$ cat src/hdl/ccr_pkg.sv
// Package for the card configuration register block.
// Assumes a single 25 MHz system clock; attribute strobes arrive asynchronously.
package ccr_pkg;
    // ************************************************************
    // Attribute space decode
    // ************************************************************
    localparam logic [8:0] CCR_OFS_OPTION    = 9'h000; // Option register
    localparam logic [8:0] CCR_OFS_STATUS    = 9'h002; // Config and status register
    localparam logic [8:0] CCR_OFS_PINREP    = 9'h004; // Pin replacement register
    localparam logic [8:0] CCR_OFS_SOCKET    = 9'h006; // Socket and copy register
    localparam logic [1:0] CCR_SPACE_CFG     = 2'h1;   // A10/A9 for config registers
    localparam logic [1:0] CCR_SPACE_IDENT   = 2'h0;   // A10/A9 for identity area
    // ************************************************************
    // Field positions
    // ************************************************************
    localparam int CCR_OPT_SRST   = 7; // Soft reset
    localparam int CCR_OPT_LEVEL  = 6; // Level interrupt select
    localparam int CCR_STS_CHG    = 7; // Changed flag
    localparam int CCR_STS_CHANGE_SIGNAL_ENABLE = 6; // Change signal enable
    localparam int CCR_STS_IO8    = 5; // Eight-bit I/O request
    localparam int CCR_STS_PL1D   = 4; // Power level 1 disable
    localparam int CCR_STS_AUDIO  = 3; // Audio enable
    localparam int CCR_STS_PWRDN  = 2; // Power down request
    localparam int CCR_STS_INT    = 1; // Interrupt request
    localparam int CCR_PR_CRDY    = 5; // Ready changed
    localparam int CCR_PR_CWP     = 4; // Write protect changed
    localparam int CCR_PR_RRDY    = 1; // Ready state / mask
    localparam int CCR_PR_WP      = 0; // Write protect state / mask
    localparam logic [7:0] CCR_ZERO8     = 8'h00; // Reset value of bytes
    localparam logic [7:0] CCR_PR_FIXED  = 8'h0C; // Pin replacement fixed ones
    localparam logic [5:0] CCR_IDX_MEM   = 6'h00; // Memory mapped index
    localparam logic [5:0] CCR_IDX_ANY   = 6'h01; // I/O any 16-byte boundary
    localparam logic [5:0] CCR_IDX_PRI   = 6'h02; // I/O primary range
    localparam logic [5:0] CCR_IDX_SEC   = 6'h03; // I/O secondary range
    localparam logic [5:0] CCR_IDX_RSV   = 6'h30; // Reserved upper index bits
    // ************************************************************
    // Power state machine
    // ************************************************************
    typedef enum logic [1:0] {
        CCR_PWR_ACTIVE = 2'b00,
        CCR_PWR_TO_LOW = 2'b01,
        CCR_PWR_LOW    = 2'b11,
        CCR_PWR_TO_ACT = 2'b10
    } ccr_pwr_type;
endpackage

$ cat src/hdl/ccr_card_config.sv
// Card configuration registers in attribute memory.
// Assumes host strobes are asynchronous and are held stable across the access.
`timescale 1ns/1ps
module ccr_card_config
    import ccr_pkg::*;
(
    input  wire logic        sys_clk,
    input  wire logic        rst_b,
    input  wire logic        hard_reset,
    input  wire logic        low_byte_card_enable_n,
    input  wire logic        high_byte_card_enable_n,
    input  wire logic        reg_select_n,
    input  wire logic        output_enable_n,
    input  wire logic        write_enable_n,
    input  wire logic [10:0] addr,
    input  wire logic [15:0] data_in,
    output logic      [15:0] data_out,
    output logic      [15:0] data_oe,
    input  wire logic        ident_data_valid,
    input  wire logic [7:0]  ident_byte,
    output logic      [8:0]  ident_addr,
    input  wire logic        drive_ready,
    input  wire logic        drive_irq,
    input  wire logic        drive_interrupt_disable,
    input  wire logic        drive_idle,
    input  wire logic        drive_command,
    input  wire logic        power_ack,
    output logic             status_change_pin,
    output logic             card_reset,
    output logic             level_irq_select,
    output logic      [5:0]  config_index,
    output logic             io_configured,
    output logic             power_low,
    output logic             ready_out
);
    // ************************************************************
    // Pin input synchronisers
    // ************************************************************
    localparam int NSYNC = 5; // Strobe lines synchronised
    logic [NSYNC-1:0] pin_raw;   // Raw strobes
    logic [NSYNC-1:0] pin_s1_q;  // First stage
    logic [NSYNC-1:0] pin_s2_q;  // Second stage
    logic [NSYNC-1:0] pin_s3_q;  // Third stage
    logic [NSYNC-1:0] pin_q;     // Accepted level
    assign pin_raw = {low_byte_card_enable_n, high_byte_card_enable_n, reg_select_n,
                      output_enable_n, write_enable_n};
    // One three-stage chain per strobe
    genvar gi;
    generate
        for (gi = 0; gi < NSYNC; gi++) begin : g_sync
            always_ff @(posedge sys_clk) begin
                if (!rst_b) begin
                    pin_s1_q[gi] <= 1'b1;
                    pin_s2_q[gi] <= 1'b1;
                    pin_s3_q[gi] <= 1'b1;
                    pin_q[gi]    <= 1'b1;
                end else begin
                    pin_s1_q[gi] <= pin_raw[gi];
                    pin_s2_q[gi] <= pin_s1_q[gi];
                    pin_s3_q[gi] <= pin_s2_q[gi];
                    // Accept only when second and third agree
                    if (pin_s2_q[gi] == pin_s3_q[gi]) begin
                        pin_q[gi] <= pin_s3_q[gi];
                    end
                end
            end
        end
    endgenerate
    logic ce1_n, ce2_n, reg_n, oe_n, we_n; // Clean strobes
    assign {ce1_n, ce2_n, reg_n, oe_n, we_n} = pin_q;

    // ************************************************************
    // Address decode
    // ************************************************************
    logic attr_sel;   // Attribute space, even byte
    logic cfg_sel;    // Config register window
    logic ident_sel;  // Identity structure window
    logic sel_opt, sel_sts, sel_pr, sel_sc; // Register selects
    logic we_q;       // Delayed write strobe for edge
    logic wr_pulse;   // One cycle at write strobe rise
    // Even byte only; odd attribute cycles select nothing
    assign attr_sel  = !reg_n && !ce1_n && !addr[0];
    assign cfg_sel   = attr_sel && (addr[10:9] == CCR_SPACE_CFG);
    assign ident_sel = attr_sel && (addr[10:9] == CCR_SPACE_IDENT);
    assign sel_opt   = cfg_sel && (addr[8:0] == CCR_OFS_OPTION);
    assign sel_sts   = cfg_sel && (addr[8:0] == CCR_OFS_STATUS);
    assign sel_pr    = cfg_sel && (addr[8:0] == CCR_OFS_PINREP);
    assign sel_sc    = cfg_sel && (addr[8:0] == CCR_OFS_SOCKET);
    assign ident_addr = addr[8:0];
    // Writes take effect at the trailing edge of the write strobe
    always_ff @(posedge sys_clk) begin
        if (!rst_b) begin
            we_q <= 1'b1;
        end else begin
            we_q <= we_n;
        end
    end
    assign wr_pulse = !we_q && we_n && oe_n;

    // ************************************************************
    // Option register and soft reset
    // ************************************************************
    logic       srst_q;   // Soft reset bit
    logic       level_q;  // Level interrupt select
    logic [5:0] index_q;  // Configuration index
    logic       int_rst;  // Combined internal reset
    // Hardware reset clears all; soft reset clears all but itself
    assign int_rst    = hard_reset || srst_q;
    assign card_reset = int_rst;
    always_ff @(posedge sys_clk) begin
        if (!rst_b || hard_reset) begin
            srst_q <= 1'b0;
        end else if (wr_pulse && sel_opt) begin
            srst_q <= data_in[CCR_OPT_SRST];
        end
    end
    // Other fields stay clear while reset is held
    always_ff @(posedge sys_clk) begin
        if (!rst_b || int_rst) begin
            level_q <= 1'b0;
            index_q <= CCR_IDX_MEM;
        end else if (wr_pulse && sel_opt) begin
            level_q <= data_in[CCR_OPT_LEVEL];
            index_q <= data_in[5:0];
        end
    end
    assign level_irq_select = level_q;
    assign config_index     = index_q;
    // Index 1, 2 or 3 means the card is on the I/O interface
    assign io_configured = (index_q == CCR_IDX_ANY) || (index_q == CCR_IDX_PRI)
                        || (index_q == CCR_IDX_SEC);

    // ************************************************************
    // Pin replacement changed bits
    // ************************************************************
    logic crdy_q, cwp_q;   // Changed bits
    logic rdy_prev_q;      // Previous ready state
    logic rdy_state;       // Internal ready state
    logic changed;         // Changed flag
    assign changed = crdy_q || cwp_q;
    // Hardware set wins over a host clear in the same cycle
    always_ff @(posedge sys_clk) begin
        if (!rst_b || int_rst) begin
            crdy_q     <= 1'b0;
            cwp_q      <= 1'b0;
            rdy_prev_q <= 1'b1;
        end else begin
            rdy_prev_q <= rdy_state;
            if (rdy_state != rdy_prev_q) begin
                crdy_q <= 1'b1;
            end else if (wr_pulse && sel_pr && data_in[CCR_PR_RRDY]) begin
                crdy_q <= data_in[CCR_PR_CRDY];
            end
            // Write protect never changes, so only host writes apply
            if (wr_pulse && sel_pr && data_in[CCR_PR_WP]) begin
                cwp_q <= data_in[CCR_PR_CWP];
            end
        end
    end

    // ************************************************************
    // Config and status register
    // ************************************************************
    logic change_signal_enable_q, io8_q, audio_q, pwrdn_q; // Writable status bits
    logic pl1d;            // Power level 1 disable, unsupported
    logic int_bit;         // Interrupt status
    assign pl1d = 1'b0;
    always_ff @(posedge sys_clk) begin
        if (!rst_b || int_rst) begin
            change_signal_enable_q <= 1'b0;
            io8_q    <= 1'b0;
            audio_q  <= 1'b0;
            pwrdn_q  <= 1'b0;
        end else if (wr_pulse && sel_sts) begin
            // Bits 7, 4, 1 and 0 are not stored
            change_signal_enable_q <= data_in[CCR_STS_CHANGE_SIGNAL_ENABLE];
            io8_q    <= data_in[CCR_STS_IO8];
            audio_q  <= data_in[CCR_STS_AUDIO];
            pwrdn_q  <= data_in[CCR_STS_PWRDN];
        end
    end
    assign int_bit = drive_irq && !drive_interrupt_disable;
    // Open-drain style change pin, low only when enabled in I/O mode
    assign status_change_pin = !(io_configured && change_signal_enable_q && changed);

    // ************************************************************
    // Power state and ready
    // ************************************************************
    ccr_pwr_type pwr_q;    // Power state
    logic        auto_low; // Automatic idle power down
    always_ff @(posedge sys_clk) begin
        if (!rst_b || int_rst) begin
            pwr_q <= CCR_PWR_ACTIVE;
        end else begin
            case (pwr_q)
                CCR_PWR_ACTIVE: begin
                    if (pwrdn_q) begin
                        pwr_q <= CCR_PWR_TO_LOW;
                    end
                end
                CCR_PWR_TO_LOW: begin
                    if (power_ack) begin
                        pwr_q <= CCR_PWR_LOW;
                    end
                end
                CCR_PWR_LOW: begin
                    if (!pwrdn_q) begin
                        pwr_q <= CCR_PWR_TO_ACT;
                    end
                end
                CCR_PWR_TO_ACT: begin
                    if (power_ack) begin
                        pwr_q <= CCR_PWR_ACTIVE;
                    end
                end
                default: pwr_q <= CCR_PWR_ACTIVE;
            endcase
        end
    end
    // Idle power down runs on its own, a command wakes it
    always_ff @(posedge sys_clk) begin
        if (!rst_b || int_rst) begin
            auto_low <= 1'b0;
        end else if (drive_command) begin
            auto_low <= 1'b0;
        end else if (drive_idle) begin
            auto_low <= 1'b1;
        end
    end
    assign power_low = (pwr_q != CCR_PWR_ACTIVE) || auto_low;
    // Busy while in a power transition or a request not yet acted on
    assign rdy_state = drive_ready && !int_rst
                    && (pwr_q != CCR_PWR_TO_LOW) && (pwr_q != CCR_PWR_TO_ACT)
                    && !(pwrdn_q && (pwr_q == CCR_PWR_ACTIVE))
                    && !(!pwrdn_q && (pwr_q == CCR_PWR_LOW));
    assign ready_out = rdy_state;

    // ************************************************************
    // Read data path
    // ************************************************************
    logic [7:0] rd_d;      // Selected read byte
    logic [7:0] rd_q;      // Registered read byte
    logic       rd_en;     // Read cycle active
    always_comb begin
        rd_d = CCR_ZERO8;
        if (sel_opt) begin
            rd_d = {srst_q, level_q, index_q};
        end else if (sel_sts) begin
            rd_d = {changed, change_signal_enable_q, io8_q, pl1d, audio_q, pwrdn_q, int_bit, 1'b0};
        end else if (sel_pr) begin
            rd_d = CCR_PR_FIXED | {2'b00, crdy_q, cwp_q, 2'b00, rdy_state, 1'b0};
        end else if (ident_sel && ident_data_valid) begin
            rd_d = ident_byte;
        end
    end
    assign rd_en = attr_sel && !oe_n && we_n && (cfg_sel || ident_sel);
    always_ff @(posedge sys_clk) begin
        if (!rst_b) begin
            rd_q <= CCR_ZERO8;
        end else begin
            rd_q <= rd_d;
        end
    end
    // Only the low lanes are driven in attribute space
    assign data_out = {CCR_ZERO8, rd_q};
    assign data_oe  = {CCR_ZERO8, {8{rd_en}}};

    // ************************************************************
    // Assertions
    // ************************************************************
    soft_rst_hold_a: assert property (@(posedge sys_clk) disable iff (!rst_b)
        srst_q |=> (index_q == CCR_IDX_MEM) && !level_q)
        else $error("config not held clear under soft reset");
    hard_rst_clr_a: assert property (@(posedge sys_clk) disable iff (!rst_b)
        hard_reset |=> !srst_q)
        else $error("soft reset bit survived hard reset");
    changed_flag_a: assert property (@(posedge sys_clk) disable iff (!rst_b)
        (crdy_q || cwp_q) |-> changed)
        else $error("changed flag missing");
    status_change_pin_low_a: assert property (@(posedge sys_clk) disable iff (!rst_b)
        !change_signal_enable_q |-> status_change_pin)
        else $error("change pin low while disabled");
    pl1_zero_a: assert property (@(posedge sys_clk) disable iff (!rst_b)
        (wr_pulse && sel_sts) |=> !pl1d)
        else $error("power level 1 disable set");
    pwr_busy_a: assert property (@(posedge sys_clk) disable iff (!rst_b)
        ($changed(pwrdn_q) && !int_rst) |-> !ready_out)
        else $error("ready during power change");
    int_mask_a: assert property (@(posedge sys_clk) disable iff (!rst_b)
        drive_interrupt_disable |-> !int_bit)
        else $error("interrupt status set while disabled");
    rdy_change_a: assert property (@(posedge sys_clk) disable iff (!rst_b)
        ($changed(rdy_state) && !int_rst && !$past(int_rst)) |=> crdy_q)
        else $error("ready change not flagged");
    upper_lane_a: assert property (@(posedge sys_clk) disable iff (!rst_b)
        data_oe[15:8] == CCR_ZERO8)
        else $error("upper lanes driven");
    ident_wr_a: assert property (@(posedge sys_clk) disable iff (!rst_b)
        (wr_pulse && ident_sel) |=> $stable(index_q))
        else $error("identity write altered config");
    // Soft reset bit holds itself while the rest of the block sits in reset
    soft_bit_keep_a: assert property (@(posedge sys_clk) disable iff (!rst_b)
        (srst_q && !hard_reset && !(wr_pulse && sel_opt)) |=> srst_q)
        else $error("soft reset bit cleared itself");
    hard_rst_cfg_a: assert property (@(posedge sys_clk) disable iff (!rst_b)
        hard_reset |=> (index_q == CCR_IDX_MEM) && !level_q)
        else $error("option fields kept through hard reset");
    sts_fixed_a: assert property (@(posedge sys_clk) disable iff (!rst_b)
        sel_sts |=> !rd_q[0] && !rd_q[CCR_STS_PL1D])
        else $error("fixed status bits read one");
    odd_wr_a: assert property (@(posedge sys_clk) disable iff (!rst_b)
        (wr_pulse && addr[0] && !int_rst) |=> $stable(index_q) && $stable(change_signal_enable_q))
        else $error("odd attribute write took effect");
    status_change_pin_drive_a: assert property (@(posedge sys_clk) disable iff (!rst_b)
        (io_configured && change_signal_enable_q && changed) |-> !status_change_pin)
        else $error("change pin not driven low");
endmodule

$ cat config.mk
export PLATFORM = sky130hd
export DESIGN_NAME = ccr_card_config
export DESIGN_NICKNAME = d
export VERILOG_FILES = /design/src/hdl/ccr_pkg.sv /design/src/hdl/ccr_card_config.sv
export SDC_FILE = /design/constraint.sdc
export NUM_CORES = 1
export LEC_CHECK = 0
export BUFFER_PORTS_ARGS = -buffer_cell sky130_fd_sc_hd__buf_2
export CELL_PAD_IN_SITES_DETAIL_PLACEMENT = 1
export CELL_PAD_IN_SITES_GLOBAL_PLACEMENT = 1
export CORE_ASPECT_RATIO = 0.8
export CORE_UTILIZATION = 31
export CTS_CLUSTER_SIZE = 16
export DETAILED_ROUTE_END_ITERATION = 10
export GPL_TIMING_DRIVEN = 1
export PLACE_DENSITY = 0.75
export SKIP_LAST_GASP = 1
export SLEW_MARGIN = 5
export SYNTH_ARGS = -nofsm -noshare
export SYNTH_HDL_FRONTEND = slang
export SYNTH_SLANG_ARGS = --single-unit
$ cat constraint.sdc
create_clock -name sys_clk -period 2.3 [get_ports sys_clk]
set_input_delay 0.46 -clock sys_clk [delete_from_list [all_inputs] [get_ports sys_clk]]
set_output_delay 0.46 -clock sys_clk [all_outputs]
set_load 0.01 [all_outputs]
==> run summary <==
The run finished with clean final reports. Setup repair after global routing left no endpoint under its margin. Cell with the biggest individual delay on the critical path: or4_4. In this run the top signal layer used is met4.

In this run the power density over the cells is 630 nW/um^2. The filler cells instantiated in the layout total 748. Global routing used 16.1% of the available tracks. The critical-path maximum fanout was 8; the shortest clock period the worst path allows after layout was 2.18 ns. The starting density of the core is 32.3%. The critical path goes through or4_4 -> nor3b_2 -> buf_4 -> buf_2. Of the available clock period, the critical path in the final layout requires 94.6%. The average cell area after synthesis came out at 8.93 sq um. Max-cap violations in this run came to 0.

The count of nets left with antenna violations once routing finished came out at 0. Count of unresolved DRC violations after routing: 0. Entering global routing, the biggest net connects 17 pins. The number of flops mapped to enable cells by yosys was 0.

After the first detailed-routing iteration, the DRC count stood at 47. For the setup skew after layout, the log shows 0.0106 ns. Clock-pin slew on the worst setup and hold paths: 0.08 ns. The total of hold buffers inserted after clock tree synthesis was 0; the endpoint required time on the critical path was 1.84 ns. The floorplan step set the die width to 90.0 um. The maximum VDD drop is 0.000171 V. Pin placement for this block handled 103 I/O pins. Before antenna repair, the detailed router went through 5 iterations. For this run, the top clock speed supported by timing is 0.460 GHz. The detailed-route via count was 1644. Synthesis instantiated 37 different standard cells from the library. The cell count after synthesis came out at 215.

STA puts the critical path data arrival time at 1.72 ns. The share of async-settable or async-resettable flops after synthesis was 0%; the final wirelength was 4.89 mm. The smallest hold slack was 0.313 ns. The number of antenna diodes was 0. In this design, the stage delay of the slowest critical-path cell is 0.58 ns. Setup violations remaining at the end of the flow were counted as 0.

The remaining global-route overflow is 0, and the global placement routability congestion is 0.856. Of the cells placed in the final design, the portion with a size suffix greater than 1 is 34.8%. The tools report the reported leakage power as 1.11 nW. The maximum clock path buffer count came out at 2. The area growth from synthesis to layout is 22.7%. The run gives 0 as the number of hold-slack violations in the final timing report. The die covers 6510 sq um. The Yosys step of the flow raised 0 warnings. The sequential cell area came out at 861 sq um. The detailed router put a total of 2.21 mm of wire on met1. The post-detailed-route wirelength per cell came out at 13.5 um.

Number of antenna violations at the first check in global routing: 0. The region available for standard cell placement spans 5940 sq um. The number of global-route vias before repair was 1566. From bottom edge to top edge, the die measures 72.4 um.

TritonCTS built the clock tree. Dominant synthesized flop cell: dfxtp_1. The final max-slew violation count is 0, and the count of state elements after synthesis is 43.

Class of the tightest hold or removal check: primary input to flip-flop. The logs give 25 for the number of rows created at floorplan and 0 ns for the summed negative setup slack over all endpoints. For this run, the register share of the synthesized area comes to 44.9%. Number of clock buffers inserted by TritonCTS: 5. Clock tree synthesis found a total of 43 sinks.

Summing all multi-input logic gate instances after layout gives 837 sq um. The final layout contains 331 nets. Clock tree synthesis selected as its root buffer the cell clkbuf_8. Measured against its own limit, the worst slew margin works out to 63.2%. The clock tree synthesis step divided the H-tree into 2 levels. The sort of element at the start of the critical path is a flip-flop. For the HPWL after detailed placement, the log shows 3.73 mm. For the source-to-sink clock delay at the later pin of the worst-skew pair, the log shows 0.31 ns.

The kind of critical path is flip-flop to output port. The slew at the pin closest to its max-slew limit works out to 0.550 ns. The routed design uses 2.20 mm of met2 wire.

In the routed layout, each cell is associated on average with a via count of 4.53. The worst setup path is captured at an output port. The synthesized netlist occupies a cell area of 1920 sq um.

In this run the tool buffered the top-level ports with 77 buffer cells. The sum of met3 wire segment lengths after detailed routing was 351 um. The first-pass GRT wire length came out at 7.96 mm.
worst max-delay path: cells and delay by family, from the launching register on:
kind / cells / cell delay (ns)
buf+inv: 2 / 0.29
flops: 1 / 0.34
simple gates: 2 / 0.79
metal layers:
layer  up-vias  track usage (%)
li1        822                -
met1       753             19.5
met2        59             25.6
met3        10             4.93
met4         0             9.50
met5         -                0
synthesized netlist by cell type, types with 2 or more instances:
| master | count | share of area (%) |
|---|---|---|
| dfxtp_1 | 43 | 45 |
| buf_4 | 33 | 13 |
| nor2_1 | 23 | 4.5 |
| a21oi_1 | 15 | 3.9 |
| nand2_1 | 15 | 2.9 |
| nand2b_1 | 14 | 4.6 |
| mux2i_1 | 10 | 5.2 |
| nand3_1 | 10 | 2.6 |
| o21ai_0 | 5 | 1.3 |
| clkbuf_1 | 4 | 0.78 |
| inv_1 | 4 | 0.78 |
| nor3_1 | 4 | 1.0 |
| a22oi_1 | 3 | 1.2 |
| nand4_1 | 3 | 0.98 |
| nor4_1 | 3 | 0.98 |
| nor3b_1 | 2 | 0.78 |
| o211ai_1 | 2 | 0.78 |
| o22ai_1 | 2 | 0.65 |
| or3_1 | 2 | 0.65 |
flip-flops by register name, summed over array words and instances, names as in the netlist:
| name | count |
|---|---|
| audio_q | 1 |
| change_signal_enable_q | 1 |
| level_irq_select | 1 |
| pwrdn_q | 1 |
| reg_n | 1 |
| pin_s3_q | 4 |
| pin_s1_q | 4 |
| we_q | 1 |
| rd_q | 8 |
| config_index | 6 |
| cwp_q | 1 |
| pwr_q | 2 |
| pin_s2_q | 4 |
| auto_low | 1 |
| crdy_q | 1 |
| io8_q | 1 |
| we_n | 1 |
| srst_q | 1 |
| rdy_prev_q | 1 |
| ce1_n | 1 |
| oe_n | 1 |
repair_timing:
item | 4_1_cts | 5_1_grt
gates resized for setup | 0 | 1
endpoints found under the setup margin | 0 | 1
setup buffers | 0 | 0
cells by family after synthesis:
family                 share of synthesized area, %
buffers and inverters                          14.7
multiplexers                                   5.22
XOR/XNOR                                      0.456
AO/OA/AOI/OAI                                  10.7
other                                         0.195
flip-flops                                     44.9
AND/OR/NAND/NOR                                23.9
layout by cell type (no fill, tap or decap), types with 2 or more instances in the layout:
cell type and count:
nand3_1 10, nand2b_1 14, clkbuf_8 6, buf_2 77, a21oi_1 15, buf_4 5, o22ai_1 2, nor4_1 3
o21ai_0 5, nand2_1 15, dfxtp_1 43, nor2_1 23, nand4_1 3, or3_1 2, nor3_1 4, o211ai_1 2
inv_1 4, mux2i_1 10, a22oi_1 3, conb_1 16
power breakdown:
part	total [mW]	internal [mW]	switching, mW	leakage [nW]
combinational	0.111	0.0470	0.0643	0.695
clock	0.612	0.351	0.261	0.0612
sequential	0.760	0.755	0.00532	0.349
path summary, 6_finish.rpt:
path,to,depth (start not counted),from,slack (ns)
max,data_oe[5],4,ce1_n$_SDFFE_PN1N_,0.12
min,auto_low$_SDFFE_PP0P_,2,drive_command,0.31
max reg2reg,pwrdn_q$_SDFFE_PP0P_,5,ce1_n$_SDFFE_PN1N_,0.46
min reg2reg,pin_s2_q[1]$_SDFF_PN1_,1,pin_s1_q[1]$_SDFF_PN1_,0.41
area by class of cell:
| class | instances | share of cell area (%) |
|---|---|---|
| Clock buffer | 6 | 3.51 |
| Clock inverter | 2 | 1.49 |
| Inverter | 4 | 0.638 |
| Multi-Input combinational cell | 145 | 35.5 |
| Sequential cell | 43 | 36.6 |
| Tap cell | 81 | 4.30 |
| Timing Repair Buffer | 82 | 18.0 |
per-stage QoR:
| stage | utilization [%] | power (mW) | setup slack (ns) | instances | instance area (sq um) |
|---|---|---|---|---|---|
| after detailed placement | 37.6 | 0.890 | 0.146 | 355 | 2230 |
| after floorplan | - | 0.856 | 0.0886 | 230 | 1980 |
| after global placement | 37.6 | 0.887 | 0.174 | 355 | 2230 |
| after CTS | 39.5 | 1.51 | 0.0259 | 363 | 2350 |
| final | 39.6 | 1.48 | 0.124 | 363 | 2350 |
| after global routing | 39.6 | 1.56 | 0.0487 | 363 | 2350 |
Note: power is estimated with default switching activity, not from simulation.
